==> src/include/tmr_pkg.sv <==
package tmr_pkg;
  localparam logic [7:0] TMR_ADDR_PRESCALE = 8'hD2;
  localparam logic [7:0] TMR_ADDR_COUNT = 8'hD3;
  localparam logic [7:0] TMR_ADDR_STATUS = 8'hD4;
  localparam logic [6:0] TMR_PRESCALE_RELOAD = 7'h7F;
  localparam logic [7:0] TMR_COUNT_RELOAD = 8'hFF;
  localparam logic [7:0] TMR_STATUS_RESET = 8'h00;
  localparam logic [7:0] TMR_ZERO8 = 8'h00;
  localparam int TMR_CORE_DIV = 12;
  localparam int TMR_BIT_FLAG = 7;
  typedef struct packed {
    logic underflow_flag;
    logic underflow_irq_enable;
    logic pin_direction_select;
    logic data_bit;
    logic prescaler_run;
    logic [2:0] tap_select;
  } tmr_status_s;
  typedef enum logic [2:0] {
    TMR_MODE_EVENT = 3'b001,
    TMR_MODE_GATED = 3'b010,
    TMR_MODE_OUTPUT = 3'b100
  } tmr_mode_e;
endpackage : tmr_pkg

==> src/design/tmr_sync.sv <==
`timescale 1ns/1ps
module tmr_sync (
  // Clock and reset
  input wire logic mclk,
  input wire logic reset_n,
  // Level in and out
  input wire logic din,
  output logic dout
);
  logic stage1;
  always_ff @(posedge mclk or negedge reset_n) begin
    if (!reset_n) begin
      // Idle pin is pulled high, so start there to avoid a false edge
      stage1 <= 1'b1;
      dout <= 1'b1;
    end else begin
      stage1 <= din;
      dout <= stage1;
    end
  end
endmodule : tmr_sync

==> src/design/tmr_div.sv <==
`timescale 1ns/1ps
module tmr_div #(
  parameter int DIV = 12
) (
  // Clock and reset
  input wire logic mclk,
  input wire logic reset_n,
  // Enable and tick
  input wire logic run,
  output logic tick
);
  localparam int W = $clog2(DIV);
  localparam logic [W-1:0] LAST = W'(DIV - 1);
  logic [W-1:0] cnt;
  always_ff @(posedge mclk or negedge reset_n) begin
    if (!reset_n) begin
      cnt <= '0;
      tick <= 1'b0;
    end else if (run) begin
      tick <= (cnt == LAST);
      cnt <= (cnt == LAST) ? '0 : cnt + W'(1);
    end else begin
      tick <= 1'b0;
    end
  end
endmodule : tmr_div

==> src/design/tmr_top.sv <==
`timescale 1ns/1ps
module tmr_top (
  // Clock and reset
  input wire logic mclk,
  input wire logic reset_n,
  // Register port
  input wire logic [7:0] addr,
  input wire logic [7:0] wdata,
  input wire logic wr,
  input wire logic rd,
  output logic [7:0] rdata,
  // Power state
  input wire logic stop_mode,
  // Timer pin
  input wire logic timer_pin_in,
  output logic timer_pin_out,
  output logic timer_pin_oe,
  // Interrupt request and wake
  output logic irq,
  // Status view
  output tmr_pkg::tmr_status_s status
);
  import tmr_pkg::*;

  tmr_status_s ctl;
  logic [6:0] prescaler;
  logic [7:0] counter;
  logic pin_sync;
  logic pin_prev;
  logic core_tick;
  logic freeze;
  logic pin_rise;
  logic pre_dec;
  logic [6:0] next_prescaler;
  logic count_en;
  logic wr_cnt;
  logic wr_pre;
  logic wr_stat;
  logic hw_zero;
  logic flag_set;
  logic flag_prev;
  tmr_mode_e mode;

  tmr_sync u_sync (
    .mclk(mclk),
    .reset_n(reset_n),
    .din(timer_pin_in),
    .dout(pin_sync)
  );

  // Wait has no input here: the core clock divider only stops in stop state
  tmr_div #(.DIV(TMR_CORE_DIV)) u_div (
    .mclk(mclk),
    .reset_n(reset_n),
    .run(!stop_mode),
    .tick(core_tick)
  );

  // Mode decode
  always_comb begin
    if (ctl.pin_direction_select) begin
      mode = TMR_MODE_OUTPUT;
    end else if (ctl.data_bit) begin
      mode = TMR_MODE_GATED;
    end else begin
      mode = TMR_MODE_EVENT;
    end
  end

  assign freeze = stop_mode && (mode != TMR_MODE_EVENT);
  assign pin_rise = pin_sync && !pin_prev;

  // Prescaler source selection
  always_comb begin
    case (mode)
      TMR_MODE_EVENT: pre_dec = pin_rise;
      TMR_MODE_GATED: pre_dec = core_tick && pin_sync;
      TMR_MODE_OUTPUT: pre_dec = core_tick;
      default: pre_dec = 1'b0;
    endcase
  end

  assign next_prescaler = (prescaler == 7'h00) ? TMR_PRESCALE_RELOAD : prescaler - 7'h01;
  // Tap n fires when bit n-1 falls (tap 0 on every input), giving input divided by 2^n
  assign count_en = ctl.prescaler_run && pre_dec && !freeze &&
                    (ctl.tap_select == 3'h0 ||
                     (prescaler[ctl.tap_select - 3'h1] && !next_prescaler[ctl.tap_select - 3'h1]));
  assign wr_pre = wr && addr == TMR_ADDR_PRESCALE;
  assign wr_cnt = wr && addr == TMR_ADDR_COUNT;
  assign wr_stat = wr && addr == TMR_ADDR_STATUS;
  assign hw_zero = count_en && counter == 8'h01 && !wr_cnt;
  assign flag_set = hw_zero || (wr_cnt && wdata == TMR_ZERO8);

  // Pin history for edge detection
  always_ff @(posedge mclk or negedge reset_n) begin
    if (!reset_n) begin
      pin_prev <= 1'b1;
    end else begin
      pin_prev <= pin_sync;
    end
  end

  // Prescaler
  always_ff @(posedge mclk or negedge reset_n) begin
    if (!reset_n) begin
      prescaler <= TMR_PRESCALE_RELOAD;
    end else if (!ctl.prescaler_run) begin
      prescaler <= TMR_PRESCALE_RELOAD;
    end else if (wr_pre) begin
      prescaler <= wdata[6:0];
    end else if (pre_dec && !freeze) begin
      prescaler <= next_prescaler;
    end
  end

  // Counter
  always_ff @(posedge mclk or negedge reset_n) begin
    if (!reset_n) begin
      counter <= TMR_COUNT_RELOAD;
    end else if (wr_cnt) begin
      counter <= wdata;
    end else if (count_en) begin
      counter <= (counter == TMR_ZERO8) ? TMR_COUNT_RELOAD : counter - 8'h01;
    end
  end

  // Status and control
  always_ff @(posedge mclk or negedge reset_n) begin
    if (!reset_n) begin
      ctl <= tmr_status_s'(TMR_STATUS_RESET);
    end else begin
      if (wr_stat) begin
        ctl <= tmr_status_s'(wdata);
      end
      if (flag_set) begin
        ctl.underflow_flag <= 1'b1;
      end
    end
  end

  // Pin drive: data latched on flag rising edge
  always_ff @(posedge mclk or negedge reset_n) begin
    if (!reset_n) begin
      flag_prev <= 1'b0;
      timer_pin_out <= 1'b0;
      timer_pin_oe <= 1'b0;
    end else begin
      flag_prev <= ctl.underflow_flag;
      if (ctl.underflow_flag && !flag_prev) begin
        timer_pin_out <= ctl.data_bit;
      end
      timer_pin_oe <= ctl.pin_direction_select;
    end
  end

  // Interrupt and status view
  always_ff @(posedge mclk or negedge reset_n) begin
    if (!reset_n) begin
      irq <= 1'b0;
      status <= tmr_status_s'(TMR_STATUS_RESET);
    end else begin
      irq <= ctl.underflow_flag && ctl.underflow_irq_enable;
      status <= ctl;
    end
  end

  // Read port
  always_ff @(posedge mclk or negedge reset_n) begin
    if (!reset_n) begin
      rdata <= 8'h00;
    end else if (rd) begin
      case (addr)
        TMR_ADDR_PRESCALE: rdata <= {1'b0, prescaler};
        TMR_ADDR_COUNT: rdata <= counter;
        TMR_ADDR_STATUS: rdata <= ctl;
        default: rdata <= 8'h00;
      endcase
    end else begin
      rdata <= 8'h00;
    end
  end
endmodule : tmr_top

==> config.mk <==
export PLATFORM = sky130hd
export DESIGN_NAME = tmr_top
export DESIGN_NICKNAME = d
export VERILOG_FILES = /design/src/include/tmr_pkg.sv /design/src/design/tmr_sync.sv /design/src/design/tmr_div.sv /design/src/design/tmr_top.sv
export SDC_FILE = /design/constraint.sdc
export NUM_CORES = 1
export LEC_CHECK = 0
export ABC_AREA = 1
export BUFFER_PORTS_ARGS = -buffer_cell sky130_fd_sc_hd__buf_2
export CORE_AREA = 4 4 100 92
export CTS_CLUSTER_DIAMETER = 30
export DETAILED_ROUTE_END_ITERATION = 7
export DIE_AREA = 0 0 104 96
export HOLD_SLACK_MARGIN = 0.06
export PLACE_DENSITY = 0.59
export SETUP_SLACK_MARGIN = 0.5
export SYNTH_ARGS = -nofsm -noshare
export SYNTH_HDL_FRONTEND = slang
export SYNTH_SLANG_ARGS = --single-unit
export TNS_END_PERCENT = 100
==> constraint.sdc <==
create_clock -name mclk -period 4.1 [get_ports mclk]
set_input_delay 0.615 -clock mclk [delete_from_list [all_inputs] [get_ports mclk]]
set_output_delay 0.615 -clock mclk [all_outputs]
set_load 0.03 [all_outputs]
======== Word-level counts from Yosys, hierarchy flattened ========
Index checks and enable logic that the tools add are counted.
cells by class
  add/subtract/negate cells ............... 4
  $lt $le $gt $ge ......................... 1
  equality and inequality tests ........... 10
  multiplexer cells ....................... 20
  reduce and logical (&&, ||, !) cells .... 29
operator list
  cell                                                                      number
  8-bit two-way mux                                                         5
  7-bit two-way mux                                                         4
  8-bit == test (second input constant)                                     3
  8-bit one-hot mux with 3 select lines                                     1
  1-bit logical AND                                                         16
  8-bit zero test                                                           2
  8-bit by 1-bit == test with 1-bit output (second input constant)          1
  8-bit by 1-bit subtractor with 8-bit output (second input constant)       1
  7-bit zero test                                                           1
  7-bit by 1-bit subtractor with 7-bit output (second input constant)       1
  1-bit binary-select mux with 3-bit select                                 2
  3-bit by 1-bit inequality test with 1-bit output (second input constant)  2
  1-bit zero test                                                           5
  4-bit by 1-bit adder with 4-bit output (second input constant)            1
  4-bit == test (second input constant)                                     1
  3-bit by 4-bit < comparator with 1-bit output (second input constant)     1
  1-bit two-way mux                                                         4
  4-bit two-way mux                                                         1
  2-bit nonzero test                                                        2
  3-bit by 1-bit == test with 1-bit output (second input constant)          1
  3-bit by 2-bit == test with 1-bit output (second input constant)          1
  3-bit == test (second input constant)                                     1
  3-bit zero test                                                           1
  3-bit two-way mux                                                         1
  4 further kinds                                                           5
storage, ports and cells
  register bits after elaboration ......... 49
  output and inout bits ................... 19

======== Depth between registers and ports, before layout ========
Gate-level depths: netlist of run 1.
  depth in word-level cells ............... 12
  depth in mapped cells ................... 15

======== Cells and area by module ========
Synthesis of run 1 repeated with hierarchy kept, for this count alone.
second synthesis, totals
  cells, all modules ...................... 339
  area total of the unflattened synthesis .. 2773.9 um2
modules (own cells, without submodules)
  module    instances  cells an instance  area each (um2)
  tmr_top   1          310                2486.1
  tmr_div   1          27                 235.2
  tmr_sync  1          2                  52.6

======== Worst setup path before layout of run 1 ========
OpenSTA, ideal clock, no wires.
  path kind ............................... reg-to-reg
  start ................................... register ctl[0] (netlist name)
  end ..................................... register counter[0]
  library setup time ...................... 60 ps
  arrival time ............................ 1746 ps
  setup slack ............................. 2293 ps
  cell stages (with the launch flop) ...... 13
  path buffers ............................ 0
  period minus slack after synthesis ...... 1807 ps
  cell sequence ........................... dfrtp_1 inv_2 ha_1 inv_1 a21oi_1 o21ai_0 a21boi_1 a21oi_2 nand2_2 nand2_4 nand2_4 nand2_1 nand2_1
on the way
  cells in the longest elaborated chain, start to end .. 8
RTL lines
  what                                         RTL line        text
  from (decl)                                  tmr_top.sv:25   tmr_status_s ctl;
  from (signal assigned)                       tmr_top.sv:130  ctl <= tmr_status_s'(TMR_STATUS_RESET);
  from (signal assigned)                       tmr_top.sv:133  ctl <= tmr_status_s'(wdata);
  3-bit by 1-bit subtractor with 3-bit output  tmr_top.sv:87   (prescaler[ctl.tap_select - 3'h1] && !next_prescaler[ctl.tap_select - 3'h1]));
  1-bit binary-select mux with 3-bit select    tmr_top.sv:87
  1-bit two-way mux (implied by the code)      tmr_top.sv:87
  1-bit zero test                              tmr_top.sv:87
  1-bit logical AND                            tmr_top.sv:87
  1-bit logical OR *                           tmr_top.sv:86   (ctl.tap_select == 3'h0 ||
  1-bit logical AND *                          tmr_top.sv:85   assign count_en = ctl.prescaler_run && pre_dec && !freeze &&
  2-bit nonzero test (no line) *               --
  to (signal assigned)                         tmr_top.sv:121  counter <= wdata;
  to (signal assigned)                         tmr_top.sv:123  counter <= (counter == TMR_ZERO8) ? TMR_COUNT_RELOAD : counter - 8'h01;
  to (decl)                                    tmr_top.sv:27   logic [7:0] counter;
Mark *: on every way between the ends. The rest lies on a longest branch, timed or not. The select of a mux whose other input is x is not followed.
A chain may end at the register's enable or synchronous reset.

======== Worst setup path in the final report of run 1 ========
  start ................................... register ctl[0] (netlist name)
  end ..................................... register counter[3]
The elaborated chain is that of the path after synthesis.

==> metrics.cfg, run 1 <==
[sta]
min_period_ns = 2.22
final_hold_viol_count = 0
setup_tns_ns = 0
tightest_slew_ns = 0.601
report.final.slew_viol_count = 0
min_period_over_period_pct = 54.2
max_freq_ghz = 0.450
rsz0062_at_grt = false
skew_ns = 0.0142
setup_viol = 0
relSlewSlack_pct = 59.9

[global_routing]
grt_pass1_vias = 2345
grt_max_degree = 50
antenna_found_initial = 0
track_usage_pct = 14.6
grt_pass1_wl_um = 11600
overflow = 0

[yosys]
synth.distinct_cells = 39
postSynthNetCount = 377
synth_warnings = 0
synth.avg_cell_area_um2 = 8.06
synth_seq_cells = 49
synthesis.instances = 347
synth_area_um2 = 2800
synth-seq-area-share_pct = 44.7

[final_layout]
syn2layout_area_growth_pct = 14.1
fillers = 822
fin_nets = 419
diodes = 0
final_cells = 489
seqCellArea_um2 = 1250
multi_input_area_um2 = 1280
drive_above_1_share_pct = 24.1

[die]
chipHeight_um = 96
core_area_um2 = 8070
die_w_um = 104
die_area_um2 = 9980
rows = 31
start_util_pct = 34.6
io_pins = 41

[detailed_routing]
wl_per_cell_um = 14.3
drt_iter0_markers = 173
ant_nets = 0
firstDrtPassIters = 5
vias = 2486
wirelength_um = 6970
route.detailed.drc = 0
viasPerCell = 5.08

[worst_setup_path]
r2r_setup_slack_ns = 1.88
cp.arrival_ns = 2.46
critPathLaunchType = register
r2r-end = counter[3]$_DFFE_PN1P_
r2r-start = ctl[0]$_DFFE_PN0P_
cp.required_ns = 4.34
crit_path_end_kind = register
reg2regPathDepth = 12
path_max_fanout = 10
worstSetupPathType = register to register

[power]
irDropWorstVdd_mv = 0.191
p_leak_nw = 1.61
power.density_nw_per_um2 = 583

[run]
max_cap_viol_count = 0

[cts]
numCtsBuffers = 5
cts_buffer_depth = 2
cts_root_buf = clkbuf_8
clkSlewWorstSetupHoldPaths_ns = 0.09
cts.htree.levels = 2
clkLatencyLatePin_ns = 0.31
cts_num_sinks = 49
cts_resized = 0
tritoncts = yes
cts_hold_buf = 0
post-cts-setup-buffers = 0

[placement]
gp_congestion = 0.912
io_buffer_count = 40
hpwl_um = 5360
dp.cells = 481

[outcome]
status = finished, final reports clean

[hold_path]
holdPathStages = 0
min_to = u_sync.dout$_DFF_PN1_
hold_start = u_sync.stage1$_DFF_PN1_
hold_class = register to register

==> area by class of cell <==
type / instances / share of cell area [%]
Clock inverter: 1 / 0.275
Clock buffer: 7 / 3.02
Sequential cell: 49 / 39.2
Timing Repair Buffer: 41 / 6.51
Multi-Input combinational cell: 233 / 40.2
Tap cell: 99 / 3.89
Inverter: 59 / 6.95
==> logic make-up after synthesis <==
group / Yosys count / share of synthesized area (%)
simple gates: 147 / 25.6
compound gates: 73 / 15.0
buf+inv: 65 / 9.49
flops: 49 / 44.7
fa+ha+maj: 8 / 3.58
xor+xnor: 4 / 1.25
mux: 1 / 0.403
==> how the worst max path moves through the flow <==
stage	from	slack [ns]	endpoint
after global placement	addr[2]	1.86	prescaler[6]$_DFFE_PN1P_
after detailed placement	addr[2]	1.75	prescaler[6]$_DFFE_PN1P_
after global routing	ctl[0]$_DFFE_PN0P_	1.63	counter[3]$_DFFE_PN1P_
final	ctl[0]$_DFFE_PN0P_	1.88	counter[3]$_DFFE_PN1P_
after CTS	ctl[0]$_DFFE_PN0P_	1.90	counter[3]$_DFFE_PN1P_
after floorplan	ctl[0]$_DFFE_PN0P_	2.29	counter[0]$_DFFE_PN1P_
==> cell usage in the layout (no fill, tap or decap), drive strengths merged <==
cell	n
nor2	33
dfstp	18
nand3	24
dfrtp	31
a21oi	11
nand3b	1
a31oi	5
o211ai	3
xor2	2
inv	60
o22ai	8
nand4	10
nor4	2
a22oi	4
a21boi	1
ha	8
clkbuf	7
nand2	71
or2	1
buf	41
o21ai	40
nor3	5
a32oi	1
xnor2	2
mux2	1
==> power by group <==
part / switching [mW] / leakage, nW / internal (mW)
Combinational: 0.490 / 1.01 / 0.277
Sequential: 0.129 / 0.546 / 0.645
Clock: 0.163 / 0.0549 / 0.156
Total: 0.781 / 1.61 / 1.08
==> flip-flops by register name, summed over array words and instances (netlist names) <==
register / cells
pin_prev: 1
rdata: 8
timer_pin_out: 1
u_sync.dout: 1
u_div.tick: 1
counter: 8
prescaler: 7
ctl: 8
irq: 1
u_div.cnt: 4
status: 8
u_sync.stage1: 1
==> through the flow <==
stage | total power, mW | worst slack (ns) | util [%] | hold WS (ns) | instance area (um^2)
after floorplan | 1.32 | 2.29 | - | 0.319 | 2800
after CTS | 1.86 | 1.90 | 39.5 | 0.371 | 3190
final | 1.86 | 1.88 | 39.5 | 0.370 | 3190
after global routing | 2.00 | 1.63 | 39.5 | 0.380 | 3190
after global placement | 1.53 | 1.86 | 38.2 | 0.353 | 3080
after detailed placement | 1.53 | 1.75 | 38.2 | 0.357 | 3080
==> critical path: stages, from the launching register on <==
cell and delay [ns]:
dfrtp_1 0.52, inv_2 0.16, ha_1 0.43, inv_1 0.10
a21oi_1 0.12, o21ai_0 0.10, a21boi_1 0.19, a21oi_2 0.08
nand2_2 0.10, nand2_4 0.12, nand2_4 0.13, nand2_1 0.06
nand2_1 0.07
==> per-layer routing <==
metal  track usage [%]  wire [um]  part of all wire, %  up-vias
met3              2.75        525                  7.5       14
met4              3.77         87                  1.2        0
met5                 0          0                    0        -
met1              19.3       3220                   46     1134
met2              24.8       3140                   45      116
li1                  -          -                    -     1222
==> Yosys cell counts <==
master | number | area share [%]
nand3_2 | 1 | 0.36
o21ai_2 | 1 | 0.31
dfstp_2 | 18 | 17
o21ai_1 | 8 | 1.4
mux2_2 | 1 | 0.40
buf_4 | 3 | 0.81
inv_2 | 4 | 0.54
nor2_1 | 26 | 3.5
a21oi_1 | 10 | 1.8
nand4_1 | 10 | 2.2
nand3b_1 | 1 | 0.27
buf_2 | 2 | 0.36
a31oi_2 | 1 | 0.45
a21oi_2 | 1 | 0.31
a21boi_1 | 1 | 0.27
dfrtp_1 | 31 | 28
o22ai_1 | 8 | 1.8
xnor2_1 | 2 | 0.63
nand3_4 | 1 | 0.63
or2_2 | 1 | 0.22
nand2_1 | 65 | 8.7
a32oi_1 | 1 | 0.31
ha_1 | 8 | 3.6
nor3_2 | 2 | 0.72
xor2_1 | 2 | 0.63
nor2_4 | 3 | 1.2
inv_1 | 55 | 7.4
o21ai_0 | 31 | 5.6
nand2_2 | 4 | 0.90
buf_6 | 1 | 0.40
a22oi_1 | 4 | 1.1
nor4_2 | 1 | 0.45
nor2_2 | 4 | 0.90
nor4_1 | 1 | 0.22
a31oi_1 | 4 | 0.90
o211ai_1 | 3 | 0.81
nand3_1 | 22 | 3.9
nor3_1 | 3 | 0.54
nand2_4 | 2 | 0.81
Note: power is estimated with default switching activity, not from simulation.
==> run 2, diff against run 1 <==
==> constraint.sdc (replaced) <==
create_clock -name mclk -period 2.1 [get_ports mclk]
set_input_delay 0.315 -clock mclk [delete_from_list [all_inputs] [get_ports mclk]]
set_output_delay 0.315 -clock mclk [all_outputs]
set_load 0.03 [all_outputs]
==> metrics.cfg, run 2 (synthesis results as in run 1) <==
[cts]
cts_root_buf = clkbuf_8
numCtsBuffers = 5  ; unchanged
tritoncts = yes
cts.htree.levels = 2  ; unchanged
cts_buffer_depth = 2  ; unchanged
clkSlewWorstSetupHoldPaths_ns = 0.10  ; about the same
clkLatencyLatePin_ns = 0.31  ; about the same
cts_num_sinks = 49  ; unchanged

[sta]
setup_tns_ns = 0  ; unchanged
relSlewSlack_pct = 56.8  ; -3.1 points
rsz0062_at_grt = true
min_period_ns = 1.82  ; -0.397 ns
final_hold_viol_count = 0  ; unchanged
min_period_over_period_pct = 86.8  ; +33 points
max_freq_ghz = 0.549  ; +22%
tightest_slew_ns = 0.645  ; +0.0440 ns
skew_ns = 0.00587  ; -0.00829 ns
setup_viol = 0  ; unchanged
fin_hold_ws_ns = 0.0955  ; -0.274 ns
report.final.slew_viol_count = 0  ; unchanged

[worst_setup_path]
r2r_setup_slack_ns = 0.28  ; -1.60 ns
critPathSlowestCell = dfstp_2
critPathLaunchType = register
reg2regPathDepth = 14  ; +2
cp.arrival_ns = 2.07  ; -0.39 ns
r2r-end = ctl[7]$_DFFE_PN0P_
critPathMostFrequentCell = nand2_1
crit_path_end_kind = register
cp_cell_sequence = inv_4, ha_4, inv_4, nor2_4, nand2_2, nand4_1, nand2_1, nand2_1, nand2_1, nand2_1, nand2_2, nand2_4, buf_6, o21ai_2
cp.required_ns = 2.34  ; -2.00 ns
r2r-start = prescaler[1]$_DFFE_PN1P_
critical_path.max_stage_delay_ns = 0.57  ; +0.05 ns
path_max_fanout = 5  ; -5
worstSetupPathType = register to register

[detailed_routing]
firstDrtPassIters = 5  ; unchanged
route.detailed.drc = 0  ; unchanged
drt_iter0_markers = 192  ; +11%
viasPerCell = 5.19  ; +2.1%
vias = 2647  ; +6.5%
ant_nets = 0  ; unchanged
wl_per_cell_um = 14.9  ; +4.8%
wirelength_um = 7620  ; +9.3%

[placement]
hpwl_um = 5670  ; +5.8%
gp_congestion = 0.995  ; +9.0%
dp.cells = 484  ; +0.62%
io_buffer_count = 40  ; unchanged

[hold_path]
hold_class = primary input to register
hold_start = timer_pin_in
min_to = u_sync.stage1$_DFF_PN1_
holdPathStages = 1  ; +1

[die]
start_util_pct = 34.6  ; unchanged
die_area_um2 = 9980  ; unchanged
die_w_um = 104  ; unchanged
io_pins = 41  ; unchanged
chipHeight_um = 96  ; unchanged
core_area_um2 = 8070  ; unchanged
rows = 31  ; unchanged

[global_routing]
track_usage_pct = 15.2  ; +0.61 points
grt_pass1_vias = 2405  ; +2.6%
antenna_found_initial = 0  ; unchanged
overflow = 0  ; unchanged
grt_pass1_wl_um = 12000  ; +3.3%
grt_max_degree = 28  ; -44%

[final_layout]
fillers = 823  ; +0.12%
diodes = 0  ; unchanged
drive_above_1_share_pct = 33.3  ; +9.2 points
final_common_cell = nand2_1
multi_input_area_um2 = 1420  ; +11%
final_cell_mix = 59 x nand2_1, 49 x inv_1, 40 x buf_2, 30 x dfrtp_1, 27 x o21ai_0
syn2layout_area_growth_pct = 25.3
final_cells = 510  ; +4.3%
fin_nets = 440  ; +5.0%
seqCellArea_um2 = 1250  ; +0.10%

[outcome]
status = finished, final reports clean

[run]
max_cap_viol_count = 0  ; unchanged

[power]
irDropWorstVdd_mv = 0.344  ; +81%
power.density_nw_per_um2 = 1130  ; +94%
p_leak_nw = 1.71  ; +6.3%

==> run 2: changes by cell type in the layout (fill, tap and decap cells not counted), moves of 4 or more <==
cell / delta
inv_1: -6
nand2_1: -6
nand2_2: +6
buf_4: +12
nand3_1: -5
nand3_2: +6
o21ai_0: -4
buf_6: +5
inv_4: +4
==> run 2: layer usage <==
metal / global-route usage (%) / wire length, um
met1: 21.5 / 3540
met2: 24.6 / 3380
met3: 2.82 / 593
met4: 2.99 / 104
met5: 0 / 0
==> run 2: per-stage QoR <==
stage          cell area [um^2]  setup WS (ns)  total power, mW  util (%)
2_1_floorplan              2850          0.441             2.64         -
3_3_place_gp               3170          0.200             3.04      39.3
3_5_place_dp               3170          0.220             3.03      39.3
4_1_cts                    3390          0.332             3.80      42.0
5_1_grt                    3500          0.159             4.25      43.4
6_report                   3500          0.277             3.97      43.4
==> run 2: cell type report <==
| class | count | share of cell area, % |
|---|---|---|
| clock buffer | 5 | 1.96 |
| clock inverter | 3 | 0.750 |
| inverter | 59 | 6.61 |
| multi-input combinational | 235 | 40.5 |
| sequential | 49 | 35.7 |
| tap | 99 | 3.54 |
| timing repair buffer | 60 | 11.0 |
==> run 2: where the power goes <==
group          total [mW]  switching [mW]  internal, mW
registers            1.53           0.265          1.26
logic                1.84            1.09         0.754
clock network       0.597           0.355         0.243
==> run 2: what timing repair did <==
| action | CTS | global route |
|---|---|---|
| cloned | 2 | 0 |
| hold endpoints to repair | 11 | 0 |
| endpoints found under the setup margin | 10 | 17 |
| pin swaps | 9 | 16 |
| buffers inserted | 11 | 4 |
| hold buffers | 1 | 0 |
| gates resized for setup | 8 | 23 |
==> run 2: worst max path at each step <==
stage	startpoint	to	slack, ns	cells after the start
global route	prescaler[1]$_DFFE_PN1P_	counter[6]$_DFFE_PN1P_	0.16	15
finish	prescaler[1]$_DFFE_PN1P_	ctl[7]$_DFFE_PN0P_	0.28	14
floorplan	prescaler[1]$_DFFE_PN1P_	counter[0]$_DFFE_PN1P_	0.44	15
detailed placement	ctl[0]$_DFFE_PN0P_	counter[4]$_DFFE_PN1P_	0.22	12
global placement	ctl[0]$_DFFE_PN0P_	counter[6]$_DFFE_PN1P_	0.20	12
CTS	prescaler[1]$_DFFE_PN1P_	counter[0]$_DFFE_PN1P_	0.33	15
==> run 2: worst max-delay path, delay by kind of cell, from the launching register on <==
kind,cells,cell delay [ns]
simple gates,9,0.66
flops,1,0.57
buf+inv,3,0.27
fa+ha+maj,1,0.17
compound gates,1,0.10
==> run 3, diff against run 2 <==
--- a/config.mk
+++ b/config.mk
@@ -6,9 +6,11 @@
 export NUM_CORES = 1
 export LEC_CHECK = 0
 export ABC_AREA = 1
+export ABC_CLOCK_PERIOD_IN_PS = 2100
 export BUFFER_PORTS_ARGS = -buffer_cell sky130_fd_sc_hd__buf_2
 export CORE_AREA = 4 4 100 92
 export CTS_CLUSTER_DIAMETER = 30
+export CTS_CLUSTER_SIZE = 28
 export DETAILED_ROUTE_END_ITERATION = 7
 export DIE_AREA = 0 0 104 96
 export HOLD_SLACK_MARGIN = 0.06
==> constraint.sdc (replaced) <==
create_clock -name mclk -period 2.1 [get_ports mclk]
set_input_delay 0.21 -clock mclk [delete_from_list [all_inputs] [get_ports mclk]]
set_output_delay 0.21 -clock mclk [all_outputs]
set_load 0.03 [all_outputs]
==> metrics.cfg, run 3 (synthesis results as in run 1) <==
[outcome]
status = finished, final reports clean

[sta]
report.final.slew_viol_count = 0  ; unchanged
relSlewSlack_pct = 58.6  ; +1.8 points
skew_ns = 0.00839  ; +0.00252 ns
fin_ws_ns = 0.314  ; +0.0364 ns
rsz0062_at_grt = true
max_freq_ghz = 0.560  ; +2.0%
fin_hold_ws_ns = 0.148  ; +0.0522 ns
setup_viol = 0  ; unchanged
tightest_slew_ns = 0.621  ; -0.0243 ns
setup_tns_ns = 0  ; unchanged
min_period_ns = 1.79  ; -0.0364 ns
min_period_over_period_pct = 85.1  ; -1.7 points
final_hold_viol_count = 0  ; unchanged

[worst_setup_path]
path_max_fanout = 8  ; +3
crit_path_end_kind = register
critPathMostFrequentCell = nand2_4
cp_cell_sequence = inv_4, ha_4, inv_1, a21oi_1, o21ai_1, a21boi_1, a21oi_2, nand2_4, nand2_4, nand2_4, nand2_1, nand2_1
worstSetupPathType = register to register
r2r-end = counter[0]$_DFFE_PN1P_
r2r_setup_slack_ns = 0.31  ; +0.04 ns
path_buf_inv = 2  ; -1
reg2regPathDepth = 12  ; -2
critPathSlowestCell = dfrtp_2
cp.required_ns = 2.35  ; about the same
critPathTopFamily = compound AO/OA/AOI/OAI gates
cp.arrival_ns = 2.03  ; -0.04 ns
critical_path.max_stage_delay_ns = 0.39  ; -0.18 ns
critPathLaunchType = register
r2r-start = ctl[0]$_DFFE_PN0P_

[die]
chipHeight_um = 96  ; unchanged
die_area_um2 = 9980  ; unchanged
die_w_um = 104  ; unchanged
core_area_um2 = 8070  ; unchanged
start_util_pct = 34.6  ; unchanged
io_pins = 41  ; unchanged
rows = 31  ; unchanged

[global_routing]
grt_pass1_vias = 2485  ; +3.3%
overflow = 0  ; unchanged
antenna_found_initial = 0  ; unchanged
grt_max_degree = 50  ; +79%
grtUsageMet3_pct = 3.02  ; +0.20 points
grt.busiest_layer = met2
met2_usage_pct = 24.1  ; -0.43 points
grt_pass1_wl_um = 12200  ; +1.8%
track_usage_pct = 15.4  ; +0.18 points
gr-usage-met1_pct = 21.5  ; about the same

[final_layout]
drive_above_1_share_pct = 29.5  ; -3.9 points
syn2layout_area_growth_pct = 20.0
fillers = 850  ; +3.3%
final_cells = 503  ; -1.4%
design_area_um2 = 3350  ; -4.2%
final_cell_mix = 63 x nand2_1, 50 x inv_1, 40 x buf_2, 30 x dfrtp_1, 26 x o21ai_0
fin_nets = 433  ; -1.6%
fin_util_pct = 41.6  ; -1.8 points
diodes = 0  ; unchanged
final_common_cell = nand2_1

[detailed_routing]
wirelength_um = 7290  ; -4.4%
drt_iter0_markers = 222  ; +16%
viasPerCell = 5.03  ; -3.1%
route.detailed.drc = 0  ; unchanged
wl_per_cell_um = 14.5  ; -3.1%
vias = 2531  ; -4.4%
firstDrtPassIters = 4  ; -1
ant_nets = 0  ; unchanged

[run]
max_cap_viol_count = 0  ; unchanged

[cts]
numCtsBuffers = 5  ; unchanged
tritoncts = yes
clkSlewWorstSetupHoldPaths_ns = 0.09  ; about the same
cts_num_sinks = 49  ; unchanged
cts_root_buf = clkbuf_8
cts.htree.levels = 2  ; unchanged
clkLatencyLatePin_ns = 0.30  ; about the same
cts_buffer_depth = 2  ; unchanged

[power]
total_power_mw = 3.76  ; -5.1%
irDropWorstVdd_mv = 0.316  ; -8.3%
p_leak_nw = 1.66  ; -2.7%
power.density_nw_per_um2 = 1120  ; -0.92%

[placement]
dpl_cell_area_um2 = 3170  ; -0.16%
gp_congestion = 0.964  ; -3.1%
hpwl_um = 5510  ; -2.8%
io_buffer_count = 40  ; unchanged
dp.cells = 485  ; +0.21%
pre_cts_slack_ns = 0.229  ; +0.00930 ns

[hold_path]
hold_class = primary input to register
min_to = u_div.tick$_DFF_PN0_
hold_start = stop_mode
holdPathStages = 2  ; +1

==> run 3: layout make-up <==
type	count	area, um^2	area share [%]
clock buffer	6	72.6	2.16
clock inverter	2	13.8	0.410
inverter	59	229	6.83
multi-input combinational	234	1360	40.4
sequential	49	1250	37.3
tap	99	124	3.69
timing repair buffer	54	310	9.25
==> run 3: worst max path at each step <==
| stage | startpoint | endpoint | slack [ns] | depth (start not counted) |
|---|---|---|---|---|
| finish | ctl[0]$_DFFE_PN0P_ | counter[0]$_DFFE_PN1P_ | 0.31 | 12 |
| floorplan | prescaler[1]$_DFFE_PN1P_ | counter[0]$_DFFE_PN1P_ | 0.44 | 15 |
| global placement | ctl[0]$_DFFE_PN0P_ | counter[0]$_DFFE_PN1P_ | 0.23 | 12 |
| detailed placement | ctl[0]$_DFFE_PN0P_ | counter[4]$_DFFE_PN1P_ | 0.23 | 12 |
| global route | prescaler[0]$_DFFE_PN1P_ | counter[1]$_DFFE_PN1P_ | 0.15 | 15 |
| CTS | prescaler[1]$_DFFE_PN1P_ | counter[0]$_DFFE_PN1P_ | 0.31 | 15 |
==> run 3: routing by layer <==
layer	part of all wire, %	wire [um]
met5	0	0
met4	2.2	163
met3	5.8	420
met2	44	3190
met1	48	3510
==> run 3: report_power, final <==
group	leakage [nW]	switching [mW]	internal, mW
logic	1.07	1.03	0.665
registers	0.545	0.254	1.26
clock network	0.0456	0.318	0.238
==> run 3: repair_timing <==
item                       in CTS  in global routing
gates resized for setup         7                  7
pin swaps                       7                  4
hold buffers                    2                  0
hold endpoints to repair       32                  0
cloned                          1                  0
setup endpoints to repair      11                 13
setup buffers                   6                  1
